`src/shared/bmsd_defs.svh`:
```
`ifndef BMSD_DEFS_SVH
`define BMSD_DEFS_SVH

// Field positions inside the latched configuration word.
`define BMSD_WORD_W        12
`define BMSD_SEL_LSB       0
`define BMSD_SEL_MSB       3
`define BMSD_PCI_BIT       4
`define BMSD_FAST_BIT      5
`define BMSD_AEM_LSB       6
`define BMSD_AEM_MSB       8
`define BMSD_PLLMS_LSB     9
`define BMSD_PLLMS_MSB     11

// Boot-select codes.
`define BMSD_SEL_EMU       4'h0
`define BMSD_SEL_PCI_HOST  4'h1
`define BMSD_SEL_HOST_PCI  4'h2
`define BMSD_SEL_RSV3      4'h3
`define BMSD_SEL_EMEM_SCR  4'h4
`define BMSD_SEL_I2C       4'h5
`define BMSD_SEL_SPI16     4'h6
`define BMSD_SEL_NAND      4'h7
`define BMSD_SEL_UART      4'h8
`define BMSD_SEL_EMEM_RAW  4'h9
`define BMSD_SEL_SLINK     4'ha
`define BMSD_SEL_RSVB      4'hb
`define BMSD_SEL_RSVC      4'hc
`define BMSD_SEL_RSVD      4'hd
`define BMSD_SEL_UART_FC   4'he
`define BMSD_SEL_SPI24     4'hf

// External-memory select codes.
`define BMSD_AEM_FIXED     3'h1
`define BMSD_AEM_USER0     3'h0
`define BMSD_AEM_USER3     3'h3
`define BMSD_AEM_USER4     3'h4
`define BMSD_AEM_USER5     3'h5

// Multiplier values (times the reference clock); zero means bypass.
`define BMSD_MUL_BYPASS    5'h00
`define BMSD_MUL_X15       5'h0f
`define BMSD_MUL_X16       5'h10
`define BMSD_MUL_X18       5'h12
`define BMSD_MUL_X20       5'h14
`define BMSD_MUL_X22       5'h16
`define BMSD_MUL_X25       5'h19
`define BMSD_MUL_X27       5'h1b
`define BMSD_MUL_X30       5'h1e

// Core-domain divider values.
`define BMSD_DIV_ONE       2'h1
`define BMSD_DIV_TWO       2'h2

// Default entry address and boot-path constraints.
`define BMSD_ENTRY_DEFAULT 32'h0010_0000
`define BMSD_I2C_ADDR_BITS 5'h10
`define BMSD_SPI_READ_BITS 4'h8

// Cycles the synchronised straps must settle before being latched.
`define BMSD_SETTLE_CYC    4'h4

`endif

```
`src/shared/bmsd_pkg.sv`:
```
`default_nettype none
`include "bmsd_defs.svh"

package bmsd_pkg;

  typedef enum logic [3:0] {
    SRC_NONE,
    SRC_EMULATION,
    SRC_PCI,
    SRC_HOST_PORT,
    SRC_EXT_MEM_SCRIPT,
    SRC_EXT_MEM_RAW,
    SRC_EXT_MEM_DIRECT,
    SRC_I2C,
    SRC_SPI16,
    SRC_SPI24,
    SRC_NAND,
    SRC_UART,
    SRC_SERIAL_LINK
  } bmsd_source_t;

  typedef enum logic [1:0] {
    PH_SETTLE,
    PH_DONE
  } bmsd_phase_t;

  typedef struct packed {
    bmsd_phase_t                  phase;
    logic [3:0]                   settleCnt;
    logic                         planValid;
    bmsd_source_t                 bootSource;
    logic                         slaveRole;
    logic                         pllBypass;
    logic [4:0]                   pllMultiplier;
    logic [1:0]                   coreDomainDivider;
    logic [31:0]                  entryAddress;
    logic                         entryAddressValid;
    logic                         cacheOffDuringBoot;
    logic                         cacheOffOnExit;
    logic                         scriptFormat;
    logic                         autoInit;
    logic                         flowControl;
    logic                         extraSelectEnable;
    logic [4:0]                   i2cAddrBits;
    logic [3:0]                   spiReadBits;
    logic                         chipSelectTwoHold;
    logic                         reservedMode;
    logic [`BMSD_WORD_W-1:0]      latchedConfigWord;
  } bmsd_state_t;

endpackage

`default_nettype wire

```
`src/rtl/bmsd_sync.sv`:
```
`timescale 1ns/10ps
`default_nettype none

// Two-flop synchroniser per bit for the asynchronous strap pins.
module bmsd_sync #(
  parameter int WIDTH = 12
) (
  input  wire logic             clk,
  input  wire logic             resetn,
  input  wire logic [WIDTH-1:0] async,
  output logic      [WIDTH-1:0] synced
);

  logic [WIDTH-1:0] stage1Reg;
  logic [WIDTH-1:0] stage2Reg;

  genvar i;
  generate
    for (i = 0; i < WIDTH; i = i + 1) begin : g_bit
      always_ff @(posedge clk) begin
        if (!resetn) begin
          stage1Reg[i] <= 1'b0;
          stage2Reg[i] <= 1'b0;
        end else begin
          stage1Reg[i] <= async[i];
          stage2Reg[i] <= stage1Reg[i];
        end
      end
    end
  endgenerate

  assign synced = stage2Reg;

endmodule

`default_nettype wire

```
`src/rtl/bmsd_strap_decoder.sv`:
```
// Notes on behaviour
// [RULE_01] 0000 emulation, master, bypass, /1; 0011/1011/1100/1101 reserved.
// [RULE_02] 0001 and PCI enable: PCI boot, no auto-init, slave, divider two.
// [RULE_03] Code 0010: host-port slave boot if PCI low, PCI auto-init if high.
// [RULE_04] 0101 I2C, 0110 SPI16, 1111 SPI24 and select; 1111/1010 force x20.
// [RULE_05] 1000 UART without flow control, 1110 with; master, divider two.
// [RULE_06] 0100 script external, 0111 NAND, 1001 raw external without entry.
// [RULE_07] User straps map 000..111 to x20,15,16,18,22,25,27,30; divider two.
// [RULE_08] User mapping only with fast-start and memory selects 0,3,4,5.
// [RULE_09] Modes with default entry 0x00100000 leave all caches off on exit.
// [RULE_10] Caches off in boot except direct boot, which keeps power-on state.
// [RULE_11] Fast-start: multiplier from the straps latched in the config word.
// [RULE_12] Board straps fast-start high for every PCI boot mode.
// [RULE_13] I2C path uses sixteen-bit EEPROM memory addresses only.
// [RULE_14] PCI auto-init boot needs an initialisation EEPROM on the I2C port.
// [RULE_15] Serial, NAND and script external images use script format.
// [RULE_16] NAND path holds chip select steadily asserted.
// [RULE_17] The NAND part is wired to chip select two.
// [RULE_18] SPI path clocks eight data bits per read: byte-wide parts only.
// [RULE_19] Emulation ignores fast-start, keeps PLL bypassed, awaits debugger.
// [RULE_20] Reserved combinations leave PLL bypassed and the device idle.
`timescale 1ns/10ps
`default_nettype none
`include "bmsd_defs.svh"

module bmsd_strap_decoder (
  input  wire logic                  clk,
  input  wire logic                  resetn,
  input  wire logic [3:0]            bootSelectStraps,
  input  wire logic                  pciEnableStrap,
  input  wire logic                  fastStartStrap,
  input  wire logic [2:0]            extMemSelectStraps,
  input  wire logic [2:0]            multiplierSelectStraps,
  output logic                       planValid,
  output bmsd_pkg::bmsd_source_t     bootSource,
  output logic                       slaveRole,
  output logic                       pllBypass,
  output logic [4:0]                 pllMultiplier,
  output logic [1:0]                 coreDomainDivider,
  output logic [31:0]                entryAddress,
  output logic                       entryAddressValid,
  output logic                       cacheOffDuringBoot,
  output logic                       cacheOffOnExit,
  output logic                       scriptFormat,
  output logic                       autoInit,
  output logic                       flowControl,
  output logic                       extraSelectEnable,
  output logic [4:0]                 i2cAddrBits,
  output logic [3:0]                 spiReadBits,
  output logic                       chipSelectTwoHold,
  output logic                       reservedMode,
  output logic [`BMSD_WORD_W-1:0]    latchedConfigWord
);

  ////////////////////////////////////////////////////////////////////////////

  logic [`BMSD_WORD_W-1:0] strapsAsync;
  logic [`BMSD_WORD_W-1:0] strapsSynced;

  assign strapsAsync = {multiplierSelectStraps, extMemSelectStraps,
                        fastStartStrap, pciEnableStrap, bootSelectStraps};

  bmsd_sync #(
    .WIDTH (`BMSD_WORD_W)
  ) u_sync (
    .clk    (clk),
    .resetn (resetn),
    .async  (strapsAsync),
    .synced (strapsSynced)
  );

  ////////////////////////////////////////////////////////////////////////////

  bmsd_pkg::bmsd_state_t s_reg;
  bmsd_pkg::bmsd_state_t s_next;

  logic [3:0] sel;
  logic       pci;
  logic       fast;
  logic [2:0] aem;
  logic [2:0] pllms;
  logic [4:0] userMul;
  logic [4:0] fastMul;
  logic       userSelect;
  logic       isMaster;

  assign sel   = strapsSynced[`BMSD_SEL_MSB:`BMSD_SEL_LSB];
  assign pci   = strapsSynced[`BMSD_PCI_BIT];
  assign fast  = strapsSynced[`BMSD_FAST_BIT];
  assign aem   = strapsSynced[`BMSD_AEM_MSB:`BMSD_AEM_LSB];
  assign pllms = strapsSynced[`BMSD_PLLMS_MSB:`BMSD_PLLMS_LSB];

  // The user mapping needs fast-start and one of four memory selects.
  assign userSelect = fast && (aem == `BMSD_AEM_USER0 || // RULE_08
                               aem == `BMSD_AEM_USER3 ||
                               aem == `BMSD_AEM_USER4 ||
                               aem == `BMSD_AEM_USER5);

  always_comb begin
    unique case (pllms) // RULE_07
      3'h0: userMul = `BMSD_MUL_X20;
      3'h1: userMul = `BMSD_MUL_X15;
      3'h2: userMul = `BMSD_MUL_X16;
      3'h3: userMul = `BMSD_MUL_X18;
      3'h4: userMul = `BMSD_MUL_X22;
      3'h5: userMul = `BMSD_MUL_X25;
      3'h6: userMul = `BMSD_MUL_X27;
      3'h7: userMul = `BMSD_MUL_X30;
    endcase
  end

  // Multiplier chosen from the latched straps when fast-start is set.
  always_comb begin
    fastMul = `BMSD_MUL_X20; // RULE_11
    if (userSelect) begin
      fastMul = userMul; // RULE_08
    end else if (aem == `BMSD_AEM_FIXED && !pci &&
                 sel == `BMSD_SEL_PCI_HOST) begin
      fastMul = `BMSD_MUL_X27;
    end else if (aem == `BMSD_AEM_FIXED && !pci &&
                 sel == `BMSD_SEL_RSV3) begin
      fastMul = `BMSD_MUL_X15;
    end
  end

  ////////////////////////////////////////////////////////////////////////////

  always_comb begin
    s_next   = s_reg;
    isMaster = 1'b1;
    unique case (s_reg.phase)
      bmsd_pkg::PH_SETTLE: begin
        if (s_reg.settleCnt != `BMSD_SETTLE_CYC) begin
          s_next.settleCnt = s_reg.settleCnt + 4'h1;
        end else begin
          s_next.phase             = bmsd_pkg::PH_DONE;
          s_next.planValid         = 1'b1;
          s_next.latchedConfigWord = strapsSynced; // RULE_11
          // Defaults: a normal loader boot on a divided clock, multiplied only when fast-start is set.
          s_next.bootSource         = bmsd_pkg::SRC_NONE;
          s_next.pllBypass          = !fast;
          s_next.pllMultiplier      = fast ? fastMul : `BMSD_MUL_BYPASS;
          s_next.coreDomainDivider  = `BMSD_DIV_TWO;
          s_next.entryAddress       = `BMSD_ENTRY_DEFAULT;
          s_next.entryAddressValid  = 1'b1;
          s_next.cacheOffDuringBoot = 1'b1; // RULE_10
          s_next.scriptFormat       = 1'b0;
          s_next.autoInit           = 1'b0;
          s_next.flowControl        = 1'b0;
          s_next.extraSelectEnable  = 1'b0;
          s_next.i2cAddrBits        = 5'h00;
          s_next.spiReadBits        = 4'h0;
          s_next.chipSelectTwoHold  = 1'b0;
          s_next.reservedMode       = 1'b0;
          unique case (sel)
            `BMSD_SEL_EMU: begin
              s_next.bootSource        = bmsd_pkg::SRC_EMULATION; // RULE_01
              s_next.pllBypass         = 1'b1; // RULE_19
              s_next.pllMultiplier     = `BMSD_MUL_BYPASS;
              s_next.coreDomainDivider = `BMSD_DIV_ONE; // RULE_01
            end
            `BMSD_SEL_PCI_HOST: begin
              if (pci) begin
                s_next.bootSource = bmsd_pkg::SRC_PCI; // RULE_02
                isMaster          = 1'b0;
              end else begin
                s_next.reservedMode = 1'b1; // RULE_02
              end
            end
            `BMSD_SEL_HOST_PCI: begin
              isMaster = 1'b0;
              if (pci) begin
                s_next.bootSource = bmsd_pkg::SRC_PCI; // RULE_03
                s_next.autoInit   = 1'b1; // RULE_14
                s_next.i2cAddrBits = `BMSD_I2C_ADDR_BITS; // RULE_13
              end else begin
                s_next.bootSource = bmsd_pkg::SRC_HOST_PORT; // RULE_03
              end
            end
            `BMSD_SEL_EMEM_SCR: begin
              if (fast) begin
                s_next.bootSource   = bmsd_pkg::SRC_EXT_MEM_SCRIPT; // RULE_06
                s_next.scriptFormat = 1'b1; // RULE_15
              end else begin
                // Direct boot skips the loader, so caches stay as powered up.
                s_next.bootSource         = bmsd_pkg::SRC_EXT_MEM_DIRECT;
                s_next.entryAddressValid  = 1'b0;
                s_next.cacheOffDuringBoot = 1'b0; // RULE_10
              end
            end
            `BMSD_SEL_I2C: begin
              s_next.bootSource   = bmsd_pkg::SRC_I2C; // RULE_04
              s_next.scriptFormat = 1'b1; // RULE_15
              s_next.i2cAddrBits  = `BMSD_I2C_ADDR_BITS; // RULE_13
            end
            `BMSD_SEL_SPI16: begin
              s_next.bootSource   = bmsd_pkg::SRC_SPI16; // RULE_04
              s_next.scriptFormat = 1'b1;
              s_next.spiReadBits  = `BMSD_SPI_READ_BITS; // RULE_18
            end
            `BMSD_SEL_NAND: begin
              s_next.bootSource        = bmsd_pkg::SRC_NAND; // RULE_06
              s_next.scriptFormat      = 1'b1;
              s_next.chipSelectTwoHold = 1'b1; // RULE_16
            end
            `BMSD_SEL_UART, `BMSD_SEL_UART_FC: begin
              s_next.bootSource   = bmsd_pkg::SRC_UART; // RULE_05
              s_next.scriptFormat = 1'b1;
              s_next.flowControl  = (sel == `BMSD_SEL_UART_FC); // RULE_05
            end
            `BMSD_SEL_EMEM_RAW: begin
              s_next.bootSource        = bmsd_pkg::SRC_EXT_MEM_RAW; // RULE_06
              s_next.entryAddress      = 32'h0000_0000;
              s_next.entryAddressValid = 1'b0; // RULE_06
            end
            `BMSD_SEL_SLINK: begin
              s_next.bootSource = bmsd_pkg::SRC_SERIAL_LINK;
              isMaster          = 1'b0;
              if (fast) begin
                s_next.pllMultiplier = `BMSD_MUL_X20; // RULE_04
              end
            end
            `BMSD_SEL_SPI24: begin
              s_next.bootSource        = bmsd_pkg::SRC_SPI24; // RULE_04
              s_next.scriptFormat      = 1'b1;
              s_next.extraSelectEnable = 1'b1; // RULE_04
              s_next.spiReadBits       = `BMSD_SPI_READ_BITS; // RULE_18
              if (fast) begin
                s_next.pllMultiplier = `BMSD_MUL_X20; // RULE_04
              end
            end
            default: begin
              s_next.reservedMode = 1'b1; // RULE_01
            end
          endcase
          // Reserved combinations: bypass, idle, nothing activated.
          if (s_next.reservedMode) begin
            s_next.bootSource        = bmsd_pkg::SRC_NONE; // RULE_20
            s_next.pllBypass         = 1'b1; // RULE_20
            s_next.pllMultiplier     = `BMSD_MUL_BYPASS;
            s_next.coreDomainDivider = `BMSD_DIV_ONE;
            s_next.entryAddress      = 32'h0000_0000;
            s_next.entryAddressValid = 1'b0;
            isMaster                 = 1'b1;
          end
          s_next.slaveRole = !isMaster;
          // Only modes parked on the default entry leave caches off on exit.
          s_next.cacheOffOnExit = s_next.entryAddressValid &&
            (s_next.entryAddress == `BMSD_ENTRY_DEFAULT); // RULE_09
        end
      end
      bmsd_pkg::PH_DONE: begin
        // The plan is fixed until the next reset, as the straps are.
        s_next = s_reg;
      end
      default: begin
        s_next.phase = bmsd_pkg::PH_SETTLE;
      end
    endcase
  end

  always_ff @(posedge clk) begin
    if (!resetn) begin
      s_reg <= '0;
    end else begin
      s_reg <= s_next;
    end
  end

  ////////////////////////////////////////////////////////////////////////////

  assign planValid          = s_reg.planValid;
  assign bootSource         = s_reg.bootSource;
  assign slaveRole          = s_reg.slaveRole;
  assign pllBypass          = s_reg.pllBypass;
  assign pllMultiplier      = s_reg.pllMultiplier;
  assign coreDomainDivider  = s_reg.coreDomainDivider;
  assign entryAddress       = s_reg.entryAddress;
  assign entryAddressValid  = s_reg.entryAddressValid;
  assign cacheOffDuringBoot = s_reg.cacheOffDuringBoot;
  assign cacheOffOnExit     = s_reg.cacheOffOnExit;
  assign scriptFormat       = s_reg.scriptFormat;
  assign autoInit           = s_reg.autoInit;
  assign flowControl        = s_reg.flowControl;
  assign extraSelectEnable  = s_reg.extraSelectEnable;
  assign i2cAddrBits        = s_reg.i2cAddrBits;
  assign spiReadBits        = s_reg.spiReadBits;
  assign chipSelectTwoHold  = s_reg.chipSelectTwoHold;
  assign reservedMode       = s_reg.reservedMode;
  assign latchedConfigWord  = s_reg.latchedConfigWord;

endmodule

`default_nettype wire

```
`config.mk`:
```
export PLATFORM = sky130hd
export DESIGN_NAME = bmsd_strap_decoder
export DESIGN_NICKNAME = d
export VERILOG_FILES = /design/src/shared/bmsd_pkg.sv /design/src/rtl/bmsd_sync.sv /design/src/rtl/bmsd_strap_decoder.sv
export VERILOG_INCLUDE_DIRS = /design/src /design/src/shared
export SDC_FILE = /design/constraint.sdc
export NUM_CORES = 1
export LEC_CHECK = 0
export ABC_AREA = 1
export BUFFER_PORTS_ARGS = -buffer_cell sky130_fd_sc_hd__buf_2
export CAP_MARGIN = 15
export CORE_ASPECT_RATIO = 0.7
export CORE_MARGIN = 2
export CORE_UTILIZATION = 56
export CTS_CLUSTER_DIAMETER = 150
export DETAILED_ROUTE_END_ITERATION = 10
export PLACE_DENSITY = 0.85
export SLEW_MARGIN = 20
export SYNTH_ARGS = -nofsm -noshare
export SYNTH_HDL_FRONTEND = slang
export SYNTH_SLANG_ARGS = --single-unit
```
`constraint.sdc`:
```
create_clock -name clk -period 3.3 [get_ports clk]
set_input_delay 0.66 -clock clk [delete_from_list [all_inputs] [get_ports clk]]
set_output_delay 0.66 -clock clk [all_outputs]
set_load 0.03 [all_outputs]
```
# Word-level counts from Yosys, hierarchy flattened
# Memories as Yosys holds them, arrays and structs flattened. A register that Yosys moved wholly into a read port is not among the register bits.
# Cells that the tools add are included.
[word_totals]
mem_bits_rw = 0
latchBits = 0
output_inout_bits = 76
in_bits = 14
n_memories = 1
word_cells = 133
register_bits = 106
romBits = 40
[mem_list]
columns = ["memory", "depth", "word_bits", "read_ports", "rd_ports_with_merged_regs", "write_ports", "line_no", "rtl"]
rows = [
  ["(name not given)", 8, 5, 1, 1, 0, "bmsd_strap_decoder.sv:100", "unique case (pllms)"],
]
[classes]
n_reduce_logical = 23
n_eq_ne = 20
n_bitwise = 2
shifts = 0
mux = 41
add_sub_neg = 1
n_lt_le_gt_ge = 0
n_mul = 0
div_mod_pow = 0
[op_table]
columns = ["cell", "n"]
rows = [
  ["$mux W41", 3],
  ["$pmux W4 S11", 1],
  ["$eq A32 B21 Y1 const B", 1],
  ["$mux W5", 6],
  ["$mux W21", 1],
  ["$eq A4 B4 Y1 const B", 5],
  ["$pmux W5 S2", 2],
  ["$eq A4 B3 Y1 const B", 4],
  ["$mux W1", 15],
  ["$reduce_or A11 Y1", 1],
  ["$mux W2", 5],
  ["$eq A4 B2 Y1 const B", 2],
  ["$mux W4", 2],
  ["$pmux W1 S2", 4],
  ["$reduce_or A2 Y1", 4],
  ["$eq A3 B3 Y1 const B", 2],
  ["$reduce_and A2 Y1", 3],
  ["$reduce_or A6 Y1", 1],
  ["$logic_and A1 B1 Y1", 5],
  ["$add A4 B1 Y4 const B", 1],
  ["$eq A4 B1 Y1 const B", 1],
  ["$logic_not A4 Y1", 1],
  ["$ne A4 B3 Y1 const B", 1],
  ["$pmux W2 S2", 1],
  ["other kinds (10)", 15],
]

# Depth between registers and ports, before layout
# Gate-level depths: netlist (run 1).
[depth]
depth_word = 14
ltp_mapped = 9
ltp_nobuf = 8

# Modules after synthesis
# Synthesis (run 1) repeated with hierarchy kept, for this count alone.
[hier_totals]
hier_cells = 417
area_unflattened_um2 = 3138.0
[modules_own_cells]
columns = ["mod", "seq_area_each_um2", "area_per_inst_um2", "cells_each", "instances"]
rows = [
  ["bmsd_strap_decoder", 860.8, 2454.9, 343, 1],
  ["bmsd_sync", 480.5, 683.2, 74, 1],
]

# Worst setup path before layout (run 1)
# No wires, ideal clock.
[synth_timing]
path_type = "input-to-reg"
startpoint = "input resetn"
endpoint = "register userMul[2] (netlist name)"
path_slack_ns = 1.722
t_arrival_ns = 1.457
t_required_ns = 3.178
setup_time_ns = 0.122
n_path_buf = 1
cell_stages = 6
cell_sequence = "clkbuf_1 > nand2_1 > inv_1 > ha_1 > nand2_1 > o21ai_0"
[synth_between]
elab_chain_len = 1
[synth_rtl]
columns = ["element", "line_no", "rtl"]
rows = [
  ["start: declaration", "bmsd_strap_decoder.sv:28", "input wire logic resetn,"],
  ["$mux W3 (no source line)", "-", ""],
]
# No other way between the ends.
# A chain may end at the register's enable or synchronous reset.

# Worst setup path after layout (run 1)
[layout_timing]
startpoint = "register s_reg[76] in the netlist's numbering"
endpoint = "register s_reg, in the netlist pllMultiplier[2]"
[layout_between]
elab_chain_len = 3
[layout_rtl]
columns = ["element", "line_no", "rtl"]
rows = [
  ["start: declaration", "bmsd_strap_decoder.sv:74", "bmsd_pkg::bmsd_state_t s_reg;"],
  ["start signal: assignment", "bmsd_strap_decoder.sv:266", "s_reg <= s_next;"],
  ["$ne A4 B3 Y1 (no source line)", "-", ""],
  ["$not A1 Y1 (no source line)", "-", ""],
  ["$reduce_and A2 Y1 (no source line)", "-", ""],
]
# No other way between the ends.

==> out/results.tsv, run 1 <==
metric	value	unit
pin_count	90	
period_needed	2.029	ns
postRouteAntennaNets	0	
yosys.area_share.adder	1.538	%
grt_first_pass_wirelength	9059	um
cts_made_buffers	9	
tns	0	ns
wl	5920	um
fin_util	60.27	%
cts_resized	0	
die_w	95.12	um
nets	454	
ir_drop	0.3285	mV
seq_area_frac_synth	44.29	%
synth-simple-area-share	20.15	%
start_util	57.40	%
cts_tree	done	
area_delta_synth_final	4.998	%
slew_viol_final	0	
root_buffer	clkbuf_8	
dpl_cell_area	3199	um2
post_drt_wl_per_cell	11.47	um
maxCapViolations	0	
netlist_instances	414	
holdWs	0.4117	ns
synth.cell_area	3254	um2
grt_pass1_vias	1995	
hold_viol	0	
status	complete, no violations	
power.total	2.087	mW
grt_max_degree	46	
cp_max_fo	45	
routed-via-count	2369	
stdcell_area	3417	um2
dr.pass1.iters	4	
multi_input_area	1206	um2
finalCritPeriodShare	61.48	%
ys_warn_count	0	
rsz0062_at_grt	no	
setup_viol	0	
synth_edf_count	0	
grtUsageTotal	18.93	%
crit_path_cell_trace	inv_1 > ha_1 > nand4_2 > buf_4 > inv_2 > nand3_4 > nor2_4 > nand2_1 > a21oi_2	
worst_clock_skew	0.006325	ns
path_clk_slew	0.07	ns
portBuffers	51	
fmax	492.9	MHz
setup_slack	1.271	ns
synth_common_cells	nand2_1, dfxtp_1, buf_4, inv_1, nor2_1	
critPathSlowestCell	inv_2	
n_antenna_cell	0	
core	5669	um2
row_count	23	
crit_family	buffers and inverters	
place_ws	1.147	ns
synth_top_family_by_area	buffers and inverters	
place_congestion	0.8957	
yosys.area.top_type_share	44.29	%
startpoint_type	register	
postSynth.asyncResetShare	0	%
drt_iter0_drc	105	
fin_cells	516	
synth_top_area_cell	dfxtp_1	
yosys-top-cells-area	dfxtp_1, buf_4, nand2_1	
dieArea	6447	um2
slew_headroom	53.25	%
hold_path_class	reg2reg	
drt-vias-per-instance	4.591	
synth_mux_area_share	0	%
die_h	67.78	um
synth_most_common_cell	nand2_1	
crit_type	reg2reg	
synth_compound_area_share	10.73	%
ys.flop_type	dfxtp_1	
ff_latch_area	1441	um2
synth_xor_area_share	0.2691	%
clkLatencyLatePin	0.34	ns
ys_ff_latch	72	
cts_hold_buf	0	
leakagePower	1.746	nW
drive_above_1_share	19.95	%
power_density	610.9	nW/um2
fillerInstances	536	
place_hpwl	4329	um
worstMarginPinSlew	0.7003	ns
crit_buf_inv	3	
cts_sinks	72	
cpPeakStageDelay	0.54	ns
end_kind	register	
antenna_found_initial	0	
required	3.57	ns
worstPathArrival	2.30	ns
cts_max_path_buffers	2	
syn_avg_cell_area	7.861	um2
gr-total-overflow	0	
ys_types	32	
htree_levels	3	
drc	0	
dp.cells	500	
post_cts_buffers	0	
-- cell families (layout without fill, tap and decap cells) --
family | after synthesis | after routing
buffers and inverters | 129 | 119
flip-flops | 72 | 72
adder cells (fa/ha/maj) | 4 | 4
AO/OA/AOI/OAI | 64 | 64
AND/OR/NAND/NOR | 143 | 143
XOR/XNOR | 1 | 1
other | 1 | 38
-- area by class of cell --
type / instances / share of cell area (%)
Inverter: 50 / 5.492
Clock inverter: 2 / 1.025
Clock buffer: 14 / 5.346
Timing Repair Buffer: 53 / 7.909
Multi-Input combinational cell: 250 / 35.30
Tap cell: 75 / 2.746
Sequential cell: 72 / 42.18
-- path summary, 6_finish.rpt --
kind | startpoint | end | slack [ns] | depth (start not counted)
setup / recovery | s_reg[76] | pllMultiplier[2] | 1.27 | 9
hold / removal | u_sync.stage1Reg[8] | u_sync.synced[8] | 0.41 | 2
setup reg to reg | s_reg[76] | pllMultiplier[2] | 1.27 | 9
hold reg to reg | u_sync.stage1Reg[8] | u_sync.synced[8] | 0.41 | 2
-- placed cells by master, fill, tap and decap left out, types with 4 or more instances in the layout --
cell type and n:
inv_1 47, buf_2 51, nand3_1 10, o21ai_0 27, nor2_1 36, conb_1 38, nand2_1 73, a31oi_1 4
a21oi_1 25, ha_1 4, clkbuf_8 13, dfxtp_1 72, nand4_1 7
-- power breakdown --
part | total, mW | switching, mW | internal [mW]
clock | 0.732 | 0.301 | 0.431
combinational | 0.376 | 0.281 | 0.0950
sequential | 0.979 | 0.0385 | 0.941
total | 2.09 | 0.621 | 1.47
-- worst reg2reg max path, stage by stage, from the launching register on --
cell	delay [ns]
dfxtp_1	0.33
inv_1	0.09
ha_1	0.16
nand4_2	0.10
buf_4	0.23
inv_2	0.55
nand3_4	0.17
nor2_4	0.14
nand2_1	0.08
a21oi_2	0.11
-- metal layers --
layer / share of wire [%] / vias to the layer above / track usage (%) / wire length [um]
met5: 0 / - / 0 / 0
met4: 0.98 / 0 / 6.703 / 58
met3: 7.1 / 5 / 7.143 / 418
met2: 46 / 63 / 30.99 / 2749
met1: 46 / 1062 / 22.97 / 2694
li1: - / 1239 / - / -
Power figures use the tool's default switching activity.
==> run 2, diff against run 1 <==
Settings changed: ABC_AREA 1 to 0, CORE_UTILIZATION 56 to 52, PLACE_DENSITY 0.85 to 0.79.
Clock period 3.3 ns to 2 ns, I/O delays scaled along.
==> run 2 against run 1 <==
Combinational power up 59%. Critical path depth down 5. Area after synthesis up 1.3%. Cell area up 1.5%. Worst hold slack worse by 0.16 ns. Fmax up 16%. Flip-flop and latch count unchanged. Clock-buffer cell count down 2. Cell count down 7.2%. Non-clock buffer count up 7. Synthesized cell count down 9.2%. Die area up 8.6%.
==> out/results.tsv, run 2 <==
metric	value	unit
finalCritPeriodShare	87.23	%
dpl_cell_area	3263	um2
leakagePower	1.578	nW
holdPathStages	2	
startpoint_type	register	
cts_tree	done	
hold_viol	0	
cts_max_path_buffers	2	
fillerInstances	577	
grt_max_degree	35	
hold_path_class	in2reg	
stdcell_area	3468	um2
netlist_instances	376	
drt-vias-per-instance	4.939	
syn_avg_cell_area	8.768	um2
core	6186	um2
maxCapViolations	0	
yosys.area.top_type_share	43.72	%
crit_type	reg2reg	
worst_clock_skew	0.005557	ns
drt_iter0_drc	65	
required	2.26	ns
synth_most_common_cell	dfxtp_1	
dr.pass1.iters	4	
cts_made_buffers	9	
portBuffers	51	
grtUsageTotal	17.73	%
mostFrequentLayoutCells	dfxtp_1, buf_2, nand2_1	
nets	415	
row_count	24	
final_common_cell	dfxtp_1	
multi_input_area	1360	um2
cp_max_fo	20	
slew_headroom	57.22	%
ys_types	52	
worstPathArrival	2.01	ns
area_delta_synth_final	5.199	%
postSynth.asyncResetShare	0	%
synth_common_cells	dfxtp_1, buf_4, nand2_1, a21oi_1, nor2_1	
cts_resized	0	
ys.flop_type	dfxtp_1	
n_antenna_cell	0	
rsz0062_at_grt	no	
synth_top_area_cell	dfxtp_1	
hold_path_end	u_sync.stage1Reg[4]	
setup_viol	0	
antenna_found_initial	0	
start_util	53.30	%
cts_hold_buf	0	
ff_latch_area	1441	um2
postRouteAntennaNets	0	
pin_count	90	
gr-total-overflow	0	
post_cts_buffers	0	
routed-via-count	2366	
wl	6072	um
grt_first_pass_wirelength	9804	um
grt_pass1_vias	2135	
place_congestion	0.7962	
seq_area_frac_synth	43.72	%
dieArea	7003	um2
drc	0	
clkLatencyLatePin	0.34	ns
cts_sinks	72	
r2r_cells	4	
setup_slack	0.2555	ns
worstMarginPinSlew	0.6409	ns
place_hpwl	4317	um
ir_drop	0.5484	mV
tns	0	ns
critPathSlowestCell	dfxtp_1	
fmax	573.2	MHz
synth.cell_area	3297	um2
r2r_start	u_sync.synced[0]	
synth_edf_count	0	
ys_ff_latch	72	
path_clk_slew	0.07	ns
ys_warn_count	0	
period_needed	1.745	ns
die_h	70.62	um
worstHoldStart	pciEnableStrap	
power_density	975.4	nW/um2
status	complete, no violations	
end_kind	register	
rr_endpoint	pllMultiplier[2]	
crit_path_cell_trace	nor2b_1 > a221oi_4 > nand3_4 > a221oi_2	
slew_viol_final	0	
root_buffer	clkbuf_8	
reg2reg_slack	0.26	ns
htree_levels	3	
die_w	99.17	um
cpPeakStageDelay	0.52	ns
post_drt_wl_per_cell	12.68	um
place_ws	0.2615	ns
yosys-top-cells-area	dfxtp_1, buf_4, a21oi_1	
drive_above_1_share	20.70	%
[run 2: cell count changes in the layout (fill, tap and decap cells not counted), sizes merged, moves of 8 or more]
cell	previous run	this run
o21ai	28	17
inv	50	10
and2	0	22
nand2	74	41
nor2	41	23
nor2b	0	8
[run 2: worst max path at each step]
stage	slack, ns	depth (start not counted)	from	to
2_1_floorplan	0.45	8	s_reg[76]	reservedMode
3_3_place_gp	0.30	5	u_sync.synced[1]	slaveRole
3_5_place_dp	0.26	4	u_sync.synced[0]	pllMultiplier[2]
4_1_cts	0.24	4	u_sync.synced[0]	pllMultiplier[2]
5_1_grt	0.12	8	s_reg[76]	extraSelectEnable
6_report	0.26	4	u_sync.synced[0]	pllMultiplier[2]
[run 2: layout make-up]
cell class	count	area share (%)
clock buffer	12	4.762
clock inverter	3	1.154
inverter	11	1.190
multi-input combinational	243	39.21
sequential	72	41.56
tap	78	2.814
timing repair buffer	60	9.307
[run 2: report_power, final]
group          total [mW]  internal [mW]  switching [mW]
clock network        1.17          0.667           0.507
logic               0.599          0.179           0.420
registers            1.61           1.53          0.0757
[run 2: metrics by stage]
step | hold WS [ns] | total power, mW | utilization, % | instances
floorplan | 0.4119 | 2.187 | - | 413
global placement | 0.4151 | 2.218 | 52.75 | 464
detailed placement | 0.4211 | 2.242 | 52.75 | 464
CTS | 0.2489 | 3.405 | 56.07 | 479
global route | 0.2450 | 3.531 | 56.07 | 479
finish | 0.2564 | 3.383 | 56.07 | 479
[run 2: kinds of logic after synthesis]
group | synth area share [%]
other | 0.1137
DFF | 43.72
xor gates and xnor gates | 1.594
AOI/OAI and AO/OA | 14.50
muxes | 0.3036
and+or+nand+nor | 19.01
adders and majority gates | 1.518
buffers and inverters | 19.24
[run 2: critical path, delay by kind of cell (launching register included)]
kind            cells  cell delay [ns]
flops               1             0.52
simple gates        2             0.41
compound gates      2             0.74
[run 2: layer usage]
layer	GRT usage (%)	part of all wire (%)
met1	21.67	44
met2	29.43	49
met3	7.411	6.1
met4	4.110	1.0
met5	0	0
==> run 3, diff against run 2 <==
Settings changed: BUFFER_PORTS_ARGS -buffer_cell sky130_fd_sc_hd__buf_2 to -buffer_cell sky130_fd_sc_hd__buf_4.
==> run 3 against run 2 <==
Core utilization grew 2.2 points. Clock-buffer cell count shrank 1. Fmax shrank 1.9%. Cell area grew 3.9%. Die area is the same. Global-route usage grew 0.43 points. Setup slack lost 0.033 ns. Clock skew grew 0.0031 ns. Via count shrank 0.63%. Critical path type unchanged. Critical endpoint is now entryAddressValid.
==> out/results.tsv, run 3 (synthesis gave the netlist of run 2 again) <==
metric	value	unit
crit_path_cell_trace	nor2b_1 > a221oi_4 > o21ai_0 > a21oi_1	
portBuffers	51	
gr-total-overflow	0	
worstPathArrival	2.05	ns
fin_util	58.25	%
clockPowerShare	35.0	%
die_h	70.62	um
ir_drop	0.5091	mV
cpPeakStageDelay	0.52	ns
critPathSlowestCell	dfxtp_1	
drive_above_1_share	20.40	%
cts_tree	done	
tns	0	ns
root_buffer	clkbuf_8	
slew_viol_final	0	
period_needed	1.777	ns
post_drt_wl_per_cell	12.64	um
place_hpwl	4385	um
place_congestion	0.8277	
worst_clock_skew	0.008620	ns
reg2reg_slack	0.22	ns
row_count	24	
area_delta_synth_final	9.298	%
antenna_found_initial	0	
final_common_cell	dfxtp_1	
path_clk_slew	0.07	ns
slew_headroom	55.75	%
grt_first_pass_wirelength	9970	um
hold_viol	0	
drc	0	
p_comb_share	18.2	%
ff_latch_area	1441	um2
dieArea	7003	um2
clkLatencyLatePin	0.35	ns
dpl_cell_area	3391	um2
routed-via-count	2351	
grt_pass1_vias	2170	
cts_max_path_buffers	2	
drt_iter0_drc	120	
p_switching	1.013	mW
n_antenna_cell	0	
required	2.27	ns
setup_viol	0	
leakagePower	1.580	nW
fillerInstances	571	
grtUsageTotal	18.17	%
mostFrequentLayoutCells	dfxtp_1, buf_4, nand2_1	
place_ws	0.2564	ns
seq_power_share	46.7	%
end_kind	register	
wl	6067	um
cts_sinks	72	
rsz0062_at_grt	no	
postRouteAntennaNets	0	
htree_levels	3	
cp_max_fo	20	
pin_count	90	
grt_max_degree	38	
cts_hold_buf	0	
start_util	53.30	%
crit_family	compound AO/OA/AOI/OAI gates	
stdcell_area	3603	um2
cts_resized	0	
power_density	960.3	nW/um2
crit_type	reg2reg	
finalCritPeriodShare	88.87	%
maxCapViolations	0	
crit_buf_inv	0	
worstMarginPinSlew	0.6628	ns
power.total	3.461	mW
post_cts_buffers	0	
switching_share	29.27	%
startpoint_type	register	
internal_power	2.448	mW
fmax	562.6	MHz
core	6186	um2
status	complete, no violations	
cts_made_buffers	9	
dr.pass1.iters	4	
hold_path_class	in2reg	
setup_slack	0.2226	ns
drt-vias-per-instance	4.898	
multi_input_area	1360	um2
nets	415	
die_w	99.17	um
-- run 3: path summary, 6_finish.rpt --
check	to	depth (start not counted)	startpoint
setup / recovery	entryAddressValid	4	u_sync.synced[0]
hold / removal	u_sync.stage1Reg[9]	2	multiplierSelectStraps[0]
setup reg to reg	entryAddressValid	4	u_sync.synced[0]
hold reg to reg	u_sync.synced[6]	1	u_sync.stage1Reg[6]
-- run 3: power by group through the flow --
stage,clock network [mW],logic (mW),registers (mW)
2_1_floorplan,0,0.528,1.66
3_3_place_gp,0,0.610,1.64
3_5_place_dp,0,0.632,1.65
4_1_cts,1.24,0.633,1.62
5_1_grt,1.30,0.693,1.63
6_report,1.21,0.632,1.62
-- run 3: stage by stage --
| stage | hold WS, ns | cells |
|---|---|---|
| 6_report | 0.2589 | 480 |
| 5_1_grt | 0.2404 | 480 |
| 4_1_cts | 0.2382 | 480 |
| 3_5_place_dp | 0.4190 | 464 |
| 3_3_place_gp | 0.4143 | 464 |
| 2_1_floorplan | 0.4119 | 413 |
-- run 3: per-layer routing --
metal  vias to the layer above  track usage, %  part of all wire (%)  routed length, um
met3                        10           7.213                   6.9                419
met4                         0           6.393                   1.6                 95
met5                         -               0                     0                  0
met1                      1088           21.90                    43               2616
met2                        72           29.73                    48               2936
li1                       1181               -                     -                  -
-- run 3: worst reg2reg max path: stages, from the launching register on --
cell and delay (ns):
dfxtp_1 0.52, nor2b_1 0.27, a221oi_4 0.48, o21ai_0 0.27
a21oi_1 0.18
-- run 3: area by class of cell --
class | instances | share of cell area, %
Inverter | 11 | 1.146
Tap cell | 78 | 2.708
Clock buffer | 11 | 3.646
Clock inverter | 5 | 2.257
Timing Repair Buffer | 60 | 12.50
Multi-Input combinational cell | 243 | 37.74
Sequential cell | 72 | 40.00
